[src/inc/zwf_pkg.sv]
// Purpose: shared constants and carrier types for the zero reading weight filter
// Assumes: byte-wide register access from the serial register interface
// Notes:   register offsets are byte addresses of the device register map

package zwf_pkg;

  // ----------------------------------------------------------------
  // register map
  // ----------------------------------------------------------------
  localparam logic [7:0] ZWF_CFG3_ADDR   = 8'hdb;  // calibration_config_three
  localparam logic [7:0] ZWF_STAT_ADDR   = 8'hdc;  // calibration status
  localparam int         ZWF_WEIGHT_LSB  = 0;
  localparam int         ZWF_WEIGHT_W    = 4;
  localparam logic [3:0] ZWF_WEIGHT_RST  = 4'h0;
  localparam int         ZWF_ZFLAG_BIT   = 3;

  // ----------------------------------------------------------------
  // counter and channel figures
  // ----------------------------------------------------------------
  localparam logic [3:0] ZWF_CNT_LIMIT   = 4'hf;   // flag threshold, 15
  localparam logic [3:0] ZWF_CNT_RST     = 4'h0;
  localparam int         ZWF_NCH         = 4;
  localparam int         ZWF_ADC_W       = 14;

  // one finished conversion cycle of all four channels
  typedef struct packed {
    logic                                valid;
    logic [ZWF_NCH-1:0][ZWF_ADC_W-1:0]   ch;
  } zwf_conv_t;

  // one register access from the serial register interface
  typedef struct packed {
    logic       wr;
    logic       rd;
    logic [7:0] addr;
    logic [7:0] wdata;
  } zwf_reg_req_t;

  // enables held in other registers of the device
  typedef struct packed {
    logic avg_auto_offset_fix;
    logic near_auto_offset_fix;
    logic calib_irq_enable;
  } zwf_ctl_t;

endpackage

[src/design/zwf_counter.sv]
// Purpose: weighted leaky zero counter, saturating at the flag threshold
// Assumes: step is a one-cycle pulse per conversion cycle
// Notes:   hit_o is combinational and marks the step that reaches the limit

`timescale 1ns/100ps
`default_nettype none

module zwf_counter
  import zwf_pkg::*;
(
  input  wire logic       clk_i,
  input  wire logic       rstn_i,
  input  wire logic       step_i,
  input  wire logic       any_zero_i,
  input  wire logic       hold_i,
  input  wire logic [3:0] weight_i,
  output logic      [3:0] count_o,
  output logic            hit_o
);

  logic [3:0] count_reg;
  logic [3:0] count_next;

  // ----------------------------------------------------------------
  // saturating add, kept at 4 bits so the limit is never passed
  // ----------------------------------------------------------------
  function automatic logic [3:0] sat_add(input logic [3:0] a, input logic [3:0] b);
    logic [4:0] s;
    s = {1'b0, a} + {1'b0, b};
    sat_add = (s > {1'b0, ZWF_CNT_LIMIT}) ? ZWF_CNT_LIMIT : s[3:0];
  endfunction

  // next count: hold clears, weight on zero steps, minus one on other steps until zero
  always_comb begin
    count_next = count_reg;
    if (hold_i) begin
      count_next = ZWF_CNT_RST;
    end else if (step_i && any_zero_i) begin
      count_next = sat_add(count_reg, weight_i);
    end else if (step_i && (count_reg != ZWF_CNT_RST)) begin
      count_next = count_reg - 4'h1;
    end
  end

  // reaching the limit on this step raises the flag upstream
  assign hit_o = !hold_i && step_i && any_zero_i && (weight_i != 4'h0)
                 && (count_next == ZWF_CNT_LIMIT);

  always_ff @(posedge clk_i or negedge rstn_i) begin
    if (!rstn_i) begin
      count_reg <= ZWF_CNT_RST;
    end else begin
      count_reg <= count_next;
    end
  end

  assign count_o = count_reg;

endmodule

`default_nettype wire

[src/design/zwf_top.sv]
// Purpose: zero reading weight filter with its config and status bits
// Assumes: register requests and conversion results are synchronous pulses
// Notes:   only bit 3 of the status byte belongs here; other bits read zero

`timescale 1ns/100ps
`default_nettype none

module zwf_top
  import zwf_pkg::*;
(
  input  wire logic                  REF_CLK_I,
  input  wire logic                  RSTN_I,
  input  wire logic                  NORMAL_OP_I,
  input  wire zwf_pkg::zwf_conv_t    CONV_I,
  input  wire zwf_pkg::zwf_reg_req_t REG_I,
  input  wire zwf_pkg::zwf_ctl_t     CTL_I,
  output logic                [7:0]  RD_DATA_O,
  output logic                       RD_VALID_O,
  output logic                       ZERO_FLAG_O,
  output logic                       CALIB_IRQ_O,
  output logic                [3:0]  ZERO_COUNT_O
);

  import zwf_pkg::*;

  logic [3:0] weight_reg;
  logic       flag_reg;
  logic       irq_reg;
  logic [7:0] rd_data_reg;
  logic       rd_valid_reg;
  logic       any_zero;
  logic       auto_on;
  logic       step;
  logic       hit;
  logic       flag_clr;
  logic [3:0] count;

  // ----------------------------------------------------------------
  // conversion qualification
  // ----------------------------------------------------------------

  // any of the four channels reading exactly zero
  always_comb begin
    any_zero = 1'b0;
    for (int i = 0; i < ZWF_NCH; i++) begin
      if (CONV_I.ch[i] == '0) begin
        any_zero = 1'b1;
      end
    end
  end

  // automatic offset fixing makes the zero count meaningless, so clear it to zero
  assign auto_on = CTL_I.avg_auto_offset_fix || CTL_I.near_auto_offset_fix;
  assign step    = CONV_I.valid && NORMAL_OP_I;
  assign flag_clr = REG_I.wr && (REG_I.addr == ZWF_STAT_ADDR)
                    && REG_I.wdata[ZWF_ZFLAG_BIT];

  zwf_counter u_counter (
    .clk_i      (REF_CLK_I),
    .rstn_i     (RSTN_I),
    .step_i     (step),
    .any_zero_i (any_zero),
    .hold_i     (auto_on),
    .weight_i   (weight_reg),
    .count_o    (count),
    .hit_o      (hit)
  );

  // ----------------------------------------------------------------
  // registers
  // ----------------------------------------------------------------

  // weight field; reserved upper bits are dropped on write
  always_ff @(posedge REF_CLK_I or negedge RSTN_I) begin
    if (!RSTN_I) begin
      weight_reg <= ZWF_WEIGHT_RST;
    end else if (REG_I.wr && (REG_I.addr == ZWF_CFG3_ADDR)) begin
      weight_reg <= REG_I.wdata[ZWF_WEIGHT_LSB +: ZWF_WEIGHT_W];
    end
  end

  // sticky flag; a hit in the clearing cycle wins so no event is lost
  always_ff @(posedge REF_CLK_I or negedge RSTN_I) begin
    if (!RSTN_I) begin
      flag_reg <= 1'b0;
    end else if (hit) begin
      flag_reg <= 1'b1;
    end else if (flag_clr) begin
      flag_reg <= 1'b0;
    end
  end

  // interrupt follows the flag one cycle later, gated by its enable
  always_ff @(posedge REF_CLK_I or negedge RSTN_I) begin
    if (!RSTN_I) begin
      irq_reg <= 1'b0;
    end else begin
      irq_reg <= flag_reg && CTL_I.calib_irq_enable;
    end
  end

  // read path, one cycle latency; unmapped addresses read zero
  always_ff @(posedge REF_CLK_I or negedge RSTN_I) begin
    if (!RSTN_I) begin
      rd_data_reg  <= 8'h00;
      rd_valid_reg <= 1'b0;
    end else begin
      rd_valid_reg <= REG_I.rd;
      if (!REG_I.rd) begin
        rd_data_reg <= 8'h00;
      end else if (REG_I.addr == ZWF_CFG3_ADDR) begin
        rd_data_reg <= {4'h0, weight_reg};
      end else if (REG_I.addr == ZWF_STAT_ADDR) begin
        rd_data_reg <= 8'(flag_reg) << ZWF_ZFLAG_BIT;
      end else begin
        rd_data_reg <= 8'h00;
      end
    end
  end

  assign RD_DATA_O    = rd_data_reg;
  assign RD_VALID_O   = rd_valid_reg;
  assign ZERO_FLAG_O  = flag_reg;
  assign CALIB_IRQ_O  = irq_reg;
  assign ZERO_COUNT_O = count;
endmodule

`default_nettype wire

[config.mk]
export PLATFORM = sky130hd
export DESIGN_NAME = zwf_top
export DESIGN_NICKNAME = d
export VERILOG_FILES = /design/src/inc/zwf_pkg.sv /design/src/design/zwf_counter.sv /design/src/design/zwf_top.sv
export SDC_FILE = /design/constraint.sdc
export NUM_CORES = 1
export LEC_CHECK = 0
export BUFFER_PORTS_ARGS = -buffer_cell sky130_fd_sc_hd__buf_4
export CORE_ASPECT_RATIO = 1.2
export CORE_MARGIN = 1.5
export CORE_UTILIZATION = 40
export DETAILED_ROUTE_END_ITERATION = 12
export PLACE_DENSITY = 0.92
export SLEW_MARGIN = 20
export SYNTH_ARGS = -nofsm -noshare
export SYNTH_HDL_FRONTEND = slang
export SYNTH_SLANG_ARGS = --single-unit
[constraint.sdc]
create_clock -name REF_CLK_I -period 3.79 [get_ports REF_CLK_I]
set_input_delay 0.5685 -clock REF_CLK_I [delete_from_list [all_inputs] [get_ports REF_CLK_I]]
set_output_delay 0.5685 -clock REF_CLK_I [all_outputs]
set_load 0.03 [all_outputs]
=== Yosys cells after proc, flatten, opt, wreduce, memory -nomap -nowiden ===
Index checks and enable logic that the tools add are counted.
Widths: inputs -> output; s select.

* Register bits after elaboration: 19

* $add $sub $neg: 2
* Order comparisons: 1
* Equality and inequality tests: 3
* Multiplexer cells: 13
* Reductions and logical operators: 20

{| class="wikitable"
|+ Operators with widths
! operator !! number
|-
| $logic_not 14->1 || 4
|-
| $mux 4 || 7
|-
| $eq 8x8->1 const B || 2
|-
| $logic_and 1x1->1 || 11
|-
| $reduce_bool 4->1 || 2
|-
| $mux 1 || 6
|-
| $add 4x4->5 || 1
|-
| $gt 5x4->1 const B || 1
|-
| $eq 4x4->1 const B || 1
|-
| $sub 4x1->4 const B || 1
|-
| $reduce_bool 2->1 || 1
|-
| $logic_not 1->1 || 1
|-
| $logic_or 1x1->1 || 1
|}

=== Depth between registers and ports, before layout ===
Gate-level depths: netlist (run 1).

* Depth in word-level cells: 11
* Mapped depth: 7
* Gate-level depth less buffers: 7

=== Modules after synthesis ===
From an unflattened synthesis (run 1), not the netlist that was laid out.

* Cell total of the unflattened synthesis: 108
* Area total of the unflattened synthesis: 1083.5 sq um

{| class="wikitable"
|+ By module, submodules not included
! module !! times used !! cells an instance !! area each (sq um)
|-
| zwf_top || 1 || 57 || 616.8
|-
| zwf_counter || 1 || 51 || 466.7
|}

=== Worst setup path before layout (run 1) ===
Ideal clock, no wire load.

* Path kind: flip-flop to flip-flop
* Start: register u_counter.count_reg[0] (netlist: u_counter.count_o[0])
* End: register flag_reg (netlist: ZERO_FLAG_O)
* Library setup time: 128 ps
* Data arrival time: 1857 ps
* Required time: 3662 ps
* Slack: 1805 ps
* Cell stages (with the launch flop): 8
* Buffers on the path: 0
* Path through: dfrtp_1 -> ha_1 -> inv_1 -> fa_1 -> xnor2_1 -> and3_1 -> o31ai_1 -> o32ai_2

* Longest elaborated chain between the ends: 8
* Elaborated cells on any way between the ends: 13
* Those cells by class: add/sub (2); order compare (1); eq/ne (1); mux (5); reduce/logical (4)

{| class="wikitable"
|+ Ends and longest elaborated chain
! what !! line !! RTL
|-
| from (decl) || zwf_counter.sv:21 || <nowiki>logic [3:0] count_reg;</nowiki>
|-
| from (signal assigned) || zwf_counter.sv:53 || <nowiki>count_reg <= count_next;</nowiki>
|-
| $add 4x4->5 / $reduce_bool 4->1 (equally long branches) || zwf_counter.sv:29, zwf_counter.sv:40 ||
|-
| $gt 5x4->1 / $logic_and 1x1->1 (equally long branches) || zwf_counter.sv:30, zwf_counter.sv:40 ||
|-
| $mux 4 (on tied branches) || zwf_counter.sv:30, zwf_counter.sv:40 ||
|-
| $mux 4 * || zwf_counter.sv:38 || <nowiki>end else if (step_i && any_zero_i) begin</nowiki>
|-
| $mux 4 * || zwf_counter.sv:36 || <nowiki>if (hold_i) begin</nowiki>
|-
| $eq 4x4->1 * || zwf_counter.sv:47 || <nowiki>&& (count_next == ZWF_CNT_LIMIT);</nowiki>
|-
| $logic_and 1x1->1 * || zwf_counter.sv:47 ||
|-
| $mux 1 / $reduce_bool 2->1 (equally long branches) || - ||
|-
| to (signal assigned) || zwf_top.sv:85 || <nowiki>flag_reg <= 1'b0;</nowiki>
|-
| to (signal assigned) || zwf_top.sv:87 || <nowiki>flag_reg <= 1'b1;</nowiki>
|-
| to (signal assigned) || zwf_top.sv:89 || <nowiki>flag_reg <= 1'b0;</nowiki>
|-
| to (decl) || zwf_top.sv:27 || <nowiki>logic flag_reg;</nowiki>
|}

Every way passes the cells marked *; elsewhere a longest branch is shown, timed or not.
A chain may end at the register's enable or synchronous reset.

=== Worst setup path after layout (run 1) ===
Same ends and word-level chain as after synthesis.

==> results of run 1 <==
cell type report:
class	count	area [sq um]
well taps	33	41.3
flip-flops and latches	15	375
clock buffers	4	26.3
inverters	8	30.0
multi-input cells	88	612
repair buffers	87	653
fillers	218	764
placed cells by master, fill, tap and decap left out:
| master | count |
|---|---|
| a211o_1 | 1 |
| a21oi_1 | 1 |
| a32oi_1 | 1 |
| a41o_1 | 2 |
| and2_1 | 1 |
| and3_1 | 3 |
| buf_4 | 87 |
| clkbuf_1 | 1 |
| clkbuf_4 | 3 |
| conb_1 | 4 |
| dfrtp_1 | 15 |
| fa_1 | 1 |
| ha_1 | 5 |
| inv_1 | 8 |
| mux2_2 | 4 |
| mux2i_1 | 4 |
| nand2_1 | 4 |
| nand3_1 | 4 |
| nand4_1 | 5 |
| nor2_1 | 12 |
| nor2b_1 | 1 |
| nor3_1 | 3 |
| nor3b_1 | 2 |
| nor4_1 | 13 |
| nor4bb_1 | 1 |
| o21a_1 | 4 |
| o21ai_0 | 3 |
| o31ai_1 | 4 |
| o32ai_2 | 1 |
| o41ai_1 | 1 |
| or3_1 | 1 |
| or4_1 | 1 |
| xnor2_1 | 1 |
power groups by stage:
stage	clock network, mW	registers, mW	logic [mW]
3_3_place_gp	0	0.170	0.0926
3_5_place_dp	0	0.170	0.0960
4_1_cts	0.0944	0.167	0.0962
5_1_grt	0.0997	0.167	0.103
6_report	0.0918	0.167	0.0961
2_1_floorplan	0	0.172	0.0245
critical path, delay by kind of cell (launching register included):
kind | cells | cell delay (ps)
adder cells (fa/ha/maj) | 2 | 600
AND/OR/NAND/NOR | 1 | 190
buffers and inverters | 1 | 50
AO/OA/AOI/OAI | 2 | 340
flip-flops | 1 | 440
XOR/XNOR | 1 | 180
path summary, 6_finish.rpt:
| check | start | to | slack [ps] | cells after the start |
|---|---|---|---|---|
| worst max-delay path | u_counter.count_o[0] | ZERO_FLAG_O | 1860 | 7 |
| worst min-delay path | RSTN_I | weight_reg[2] | 110 | 1 |
| worst max register to register | u_counter.count_o[0] | ZERO_FLAG_O | 1860 | 7 |
| worst min register to register | weight_reg[2] | RD_DATA_O[2] | 560 | 2 |
| max in group asynchronous | RSTN_I | RD_DATA_O[3] | 3500 | 1 |
| min in group REF_CLK_I | REG_I[16] | RD_VALID_O | 400 | 1 |
through the flow:
stage / instances / worst slack (ps)
global route: 235 / 1680
detailed placement: 231 / 1800
CTS: 235 / 1850
floorplan: 116 / 1810
global placement: 231 / 1870
finish: 235 / 1860
layer usage:
metal  global-route usage (%)  vias to the layer above  share of wire, %
li1                         -                      602                 -
met1                     22.0                      578                33
met2                     51.2                       77                55
met3                     6.82                        5                11
met4                     6.75                        0               1.3
met5                        0                        -                 0
logic make-up (layout without fill, tap and decap cells):
kind of cell / count (synthesis) / after routing / synth area share, %
buffers and inverters: 13 / 99 / 6.81
adders and majority gates: 6 / 6 / 7.89
muxes: 8 / 8 / 8.12
DFF: 15 / 15 / 35.8
other: 1 / 4 / 0.358
xor gates and xnor gates: 1 / 1 / 0.836
AOI/OAI and AO/OA: 18 / 18 / 13.6
and+or+nand+nor: 51 / 51 / 26.5
==> out/qor.txt, run 1 <==
status: complete, no violations
ordered list of cells on the worst path: ha_1 > inv_1 > fa_1 > xnor2_1 > and3_1 > o31ai_1 > o32ai_2
critical path's slowest cell: dfrtp_1
layout cell share with drive strength beyond 1: 47.0%
worst vdd ir: 0.195 mV
vias per cell: 5.37
Pleak: 0.914 nW
drt drc: 0
root buffer cell: clkbuf_4
largest net degree at the start of global routing: 16
Hold Vio Cnt, Final: 0
Die Area: 2940 sq um
sequential cell area fraction in the yosys report: 35.8%
row cnt: 20
Mapped Area: 1050 sq um
CP Class: flip-flop to flip-flop
Total Routing Usage GR: 24.3%
max-slew violations: 0
largest cells by area after synthesis: dfrtp_1 36%, nor4_1 7.8%, ha_1 6.0%, mux2_2 4.3%, nor2_1 4.3%
post-route antenna net violation count: 0
P_sw: 90.1 uW
Congestion Overflow GR: 0
gpl congestion: 0.908
post-synthesis area per instance: 9.27 sq um
Crit. End Element: flip-flop
slew at the pin closest to its max-slew limit: 609 ps
Final Power: 355 uW
skew final: 5.41 ps
Clock power frac: 25.9%
Commonest cells post-synth: 15 x dfrtp_1, 13 x nor4_1, 12 x nor2_1
ys async rst share: 100%
clock buffer count from CTS: 3
I/O Buffers: 87
Distinct cells, synth: 32
Chip Width: 49.7 um
Die Y-Extent: 59.1 um
number of global-route vias before repair: 1346
Wirelength per Cell: 14.9 um
CTS tree: done
EDFF count, synth: 0
fin area: 1740 sq um
Tmin final: 1930 ps
Slew HR: 59.3%
Ys Warns: 0
most common cell in the netlist: dfrtp_1
nets: 290
Starting DRT DRC Count: 18
via count: 1262
Post-synth top flop: dfrtp_1
final setup fails: 0
CTS Buffer Depth: 2
# Post-CTS Setup Buffers: 0
first drt pass iteration count: 6
first-pass GRT wire length: 5540 um
cts repair resizes: 0
Flop pwr share: 47.0%
synthesized instance count: 113
H-Tree Level Count: 1
startpoint class of the critical path: flip-flop
n_diodes: 0
switching portion of total power: 25.4%
WHS: 113 ps
Tcrit/Tclk final: 50.9%
Power Density: 204 nW/um^2
CP arrival: 2090 ps
Internal: 265 uW
FMAX: 518 MHz
clk_lat worst skew: 290 ps
Yosys reg bits: 15
drt total wl: 3500 um
CP Max Fanout: 6
total core area: 2500 sq um
Min-Delay Path Class: primary input to asynchronous set/reset pin
Starting Density: 41.8%
count of hold-fix buffers inserted at cts: 0
Yosys top cell area share: 35.8%
synthesis-to-finish area growth: 66.0%
Num Clock Sinks: 15
DP Area: 1710 sq um
critical path data required time: 3950 ps
crit-path max cell delay: 440 ps
RSZ-0062 raised after global routing: no
initial antenna violation count: 0
maxcap violations: 0
DP Wirelength: 3010 um
clock-pin slew on the worst setup and hold paths: 90 ps
area leader, netlist: dfrtp_1
Util after Layout: 69.5%
IO Pins: 96
total negative slack: 0 ps
Logic pwr share: 27.1%
No activity file was read; power rests on OpenSTA's default activity.
==> run 2: changes to the inputs <==
- CORE_UTILIZATION: 40 -> 37
- PLACE_DENSITY: 0.92 -> 0.86
- clock period: 3.79 -> 2 ns (I/O delays scaled with it)
==> out/qor.txt, run 2 (synthesis gave the netlist of run 1 again) <==
Starting Density: 40.2% (-1.6 points)
CTS tree: done
global routing's busiest layer: met2
CP Class: flip-flop to flip-flop
drt total wl: 3520 um (+0.51%)
Slew HR: 61.7% (+2.4 points)
DP Area: 1730 sq um (+1.3%)
post-route antenna net violation count: 0 (unchanged)
vias per cell: 5.35 (-0.38%)
Tcrit/Tclk final: 95.5% (+45 points)
Final Power: 672 uW (+90%)
Hold Vio Cnt, Final: 0 (unchanged)
Die Y-Extent: 61.3 um (+3.8%)
DP Wirelength: 2950 um (-1.8%)
drt drc: 0 (unchanged)
number of global-route vias before repair: 1273 (-5.4%)
first drt pass iteration count: 4 (-2)
Crit. End Element: flip-flop
maxcap violations: 0 (unchanged)
worst vdd ir: 0.549 mV (+180%)
CP Max Fanout: 4 (-2)
skew final: 1.85 ps (-3.56 ps)
Pleak: 0.943 nW (+3.2%)
clock-pin slew on the worst setup and hold paths: 90 ps (about the same)
clk_lat worst skew: 270 ps (-20 ps)
WHS: 151 ps (+38.1 ps)
CP arrival: 2080 ps (about the same)
total core area: 2600 sq um (+4.0%)
IO Pins: 96 (unchanged)
Die Area: 3160 sq um (+7.6%)
met1 global-route usage: 19.6% (-2.4 points)
most common cell after layout, fill and taps aside: buf_4
P_sw: 167 uW (+85%)
n_diodes: 0 (unchanged)
fin area: 1790 sq um (+3.0%)
gpl congestion: 0.910 (+0.18%)
FMAX: 524 MHz (+1.1%)
Wirelength per Cell: 14.7 um (-1.6%)
via count: 1284 (+1.7%)
initial antenna violation count: 0 (unchanged)
H-Tree Level Count: 1 (unchanged)
met3 Use GR: 6.07% (-0.75 points)
layout cell share with drive strength beyond 1: 48.8% (+1.8 points)
max-slew violations: 0 (unchanged)
switching portion of total power: 24.8% (-0.57 points)
synthesis-to-finish area growth: 71.0%
row cnt: 20 (unchanged)
Chip Width: 51.6 um (+3.7%)
Power Density: 376 nW/um^2 (+84%)
Fillers: 204 (-6.4%)
Logic pwr share: 28.1% (+1.0 points)
clock buffer count from CTS: 3 (unchanged)
Tmin final: 1910 ps (-20.4 ps)
Internal: 506 uW (+91%)
commonest non-fill, non-tap cells in the layout: 91 x buf_4, 15 x dfrtp_1, 13 x nor4_1
Total Routing Usage GR: 22.4% (-2.0 points)
final setup fails: 0 (unchanged)
first-pass GRT wire length: 5220 um (-5.7%)
Clock power frac: 25.0% (-0.9 points)
GR Layer Usage met2: 46.0% (-5.3 points)
critical path data required time: 2170 ps (-1780 ps)
status: complete, no violations
Starting DRT DRC Count: 24 (+6)
root buffer cell: clkbuf_4
Min-Delay Path Class: primary input to flip-flop
I/O Buffers: 87 (unchanged)
CTS Buffer Depth: 2 (unchanged)
register area: 375 sq um (unchanged)
Num Clock Sinks: 15 (unchanged)
nets: 295 (+1.7%)
Flop pwr share: 46.9% (about the same)
Congestion Overflow GR: 0 (unchanged)
slew at the pin closest to its max-slew limit: 573 ps (-35.8 ps)
Multi-input gate area: 624 sq um (+2.0%)
startpoint class of the critical path: flip-flop
largest net degree at the start of global routing: 16 (unchanged)
-- run 2: final timing paths --
| path | from | endpoint | slack, ps | cells after the start |
|---|---|---|---|---|
| worst max register to register | weight_reg[0] | ZERO_FLAG_O | 90 | 7 |
| worst max-delay path | weight_reg[0] | ZERO_FLAG_O | 90 | 7 |
| worst min-delay path | REG_I[16] | RD_VALID_O | 150 | 1 |
| worst min register to register | weight_reg[2] | RD_DATA_O[2] | 550 | 2 |
| max in group asynchronous | RSTN_I | u_counter.count_o[0] | 1410 | 2 |
| min in group asynchronous | RSTN_I | RD_DATA_O[1] | 410 | 2 |
-- run 2: layer usage --
metal / wire [um] / up-vias
met5: 0 / -
met4: 138 / 0
met3: 394 / 12
met2: 1850 / 82
met1: 1130 / 579
li1: - / 611
-- run 2: power groups by stage --
stage	combinational, mW	sequential (mW)	clock, mW
2_1_floorplan	0.0465	0.326	0
3_3_place_gp	0.178	0.321	0
3_5_place_dp	0.183	0.321	0
4_1_cts	0.185	0.315	0.172
5_1_grt	0.202	0.316	0.191
6_report	0.189	0.315	0.168
-- run 2: final cells by class --
cell class	instances	share of cell area (%)
clock buffers	4	1.47
repair buffers	92	38.7
multi-input cells	88	34.9
inverters	8	1.68
flip-flops and latches	15	21.0
well taps	33	2.31
-- run 2: repair_timing --
item                       4_1_cts  5_1_grt
buffers inserted                 0        1
hold buffers                     1        0
setup endpoints to repair        0        1
hold endpoints to repair        15        0
resized for setup                0        2
-- run 2: critical path: stages, from the launching register on --
cell     delay [ps]
dfrtp_1         400
ha_1            190
inv_1            60
fa_1            430
nor2b_1         160
o21a_1          230
o31ai_2         100
o32ai_2         240
-- run 2: stage by stage --
| stage | setup slack (ps) | TNS [ps] | util (%) | std cells |
|---|---|---|---|---|
| after floorplan | 15.3 | 0 | - | 116 |
| after global placement | 159 | 0 | 66.6 | 234 |
| after detailed placement | 89.3 | 0 | 66.6 | 234 |
| after CTS | 67.9 | 0 | 68.0 | 239 |
| after global routing | -24.5 | -24.5 | 68.8 | 240 |
| final | 90.2 | 0 | 68.8 | 240 |
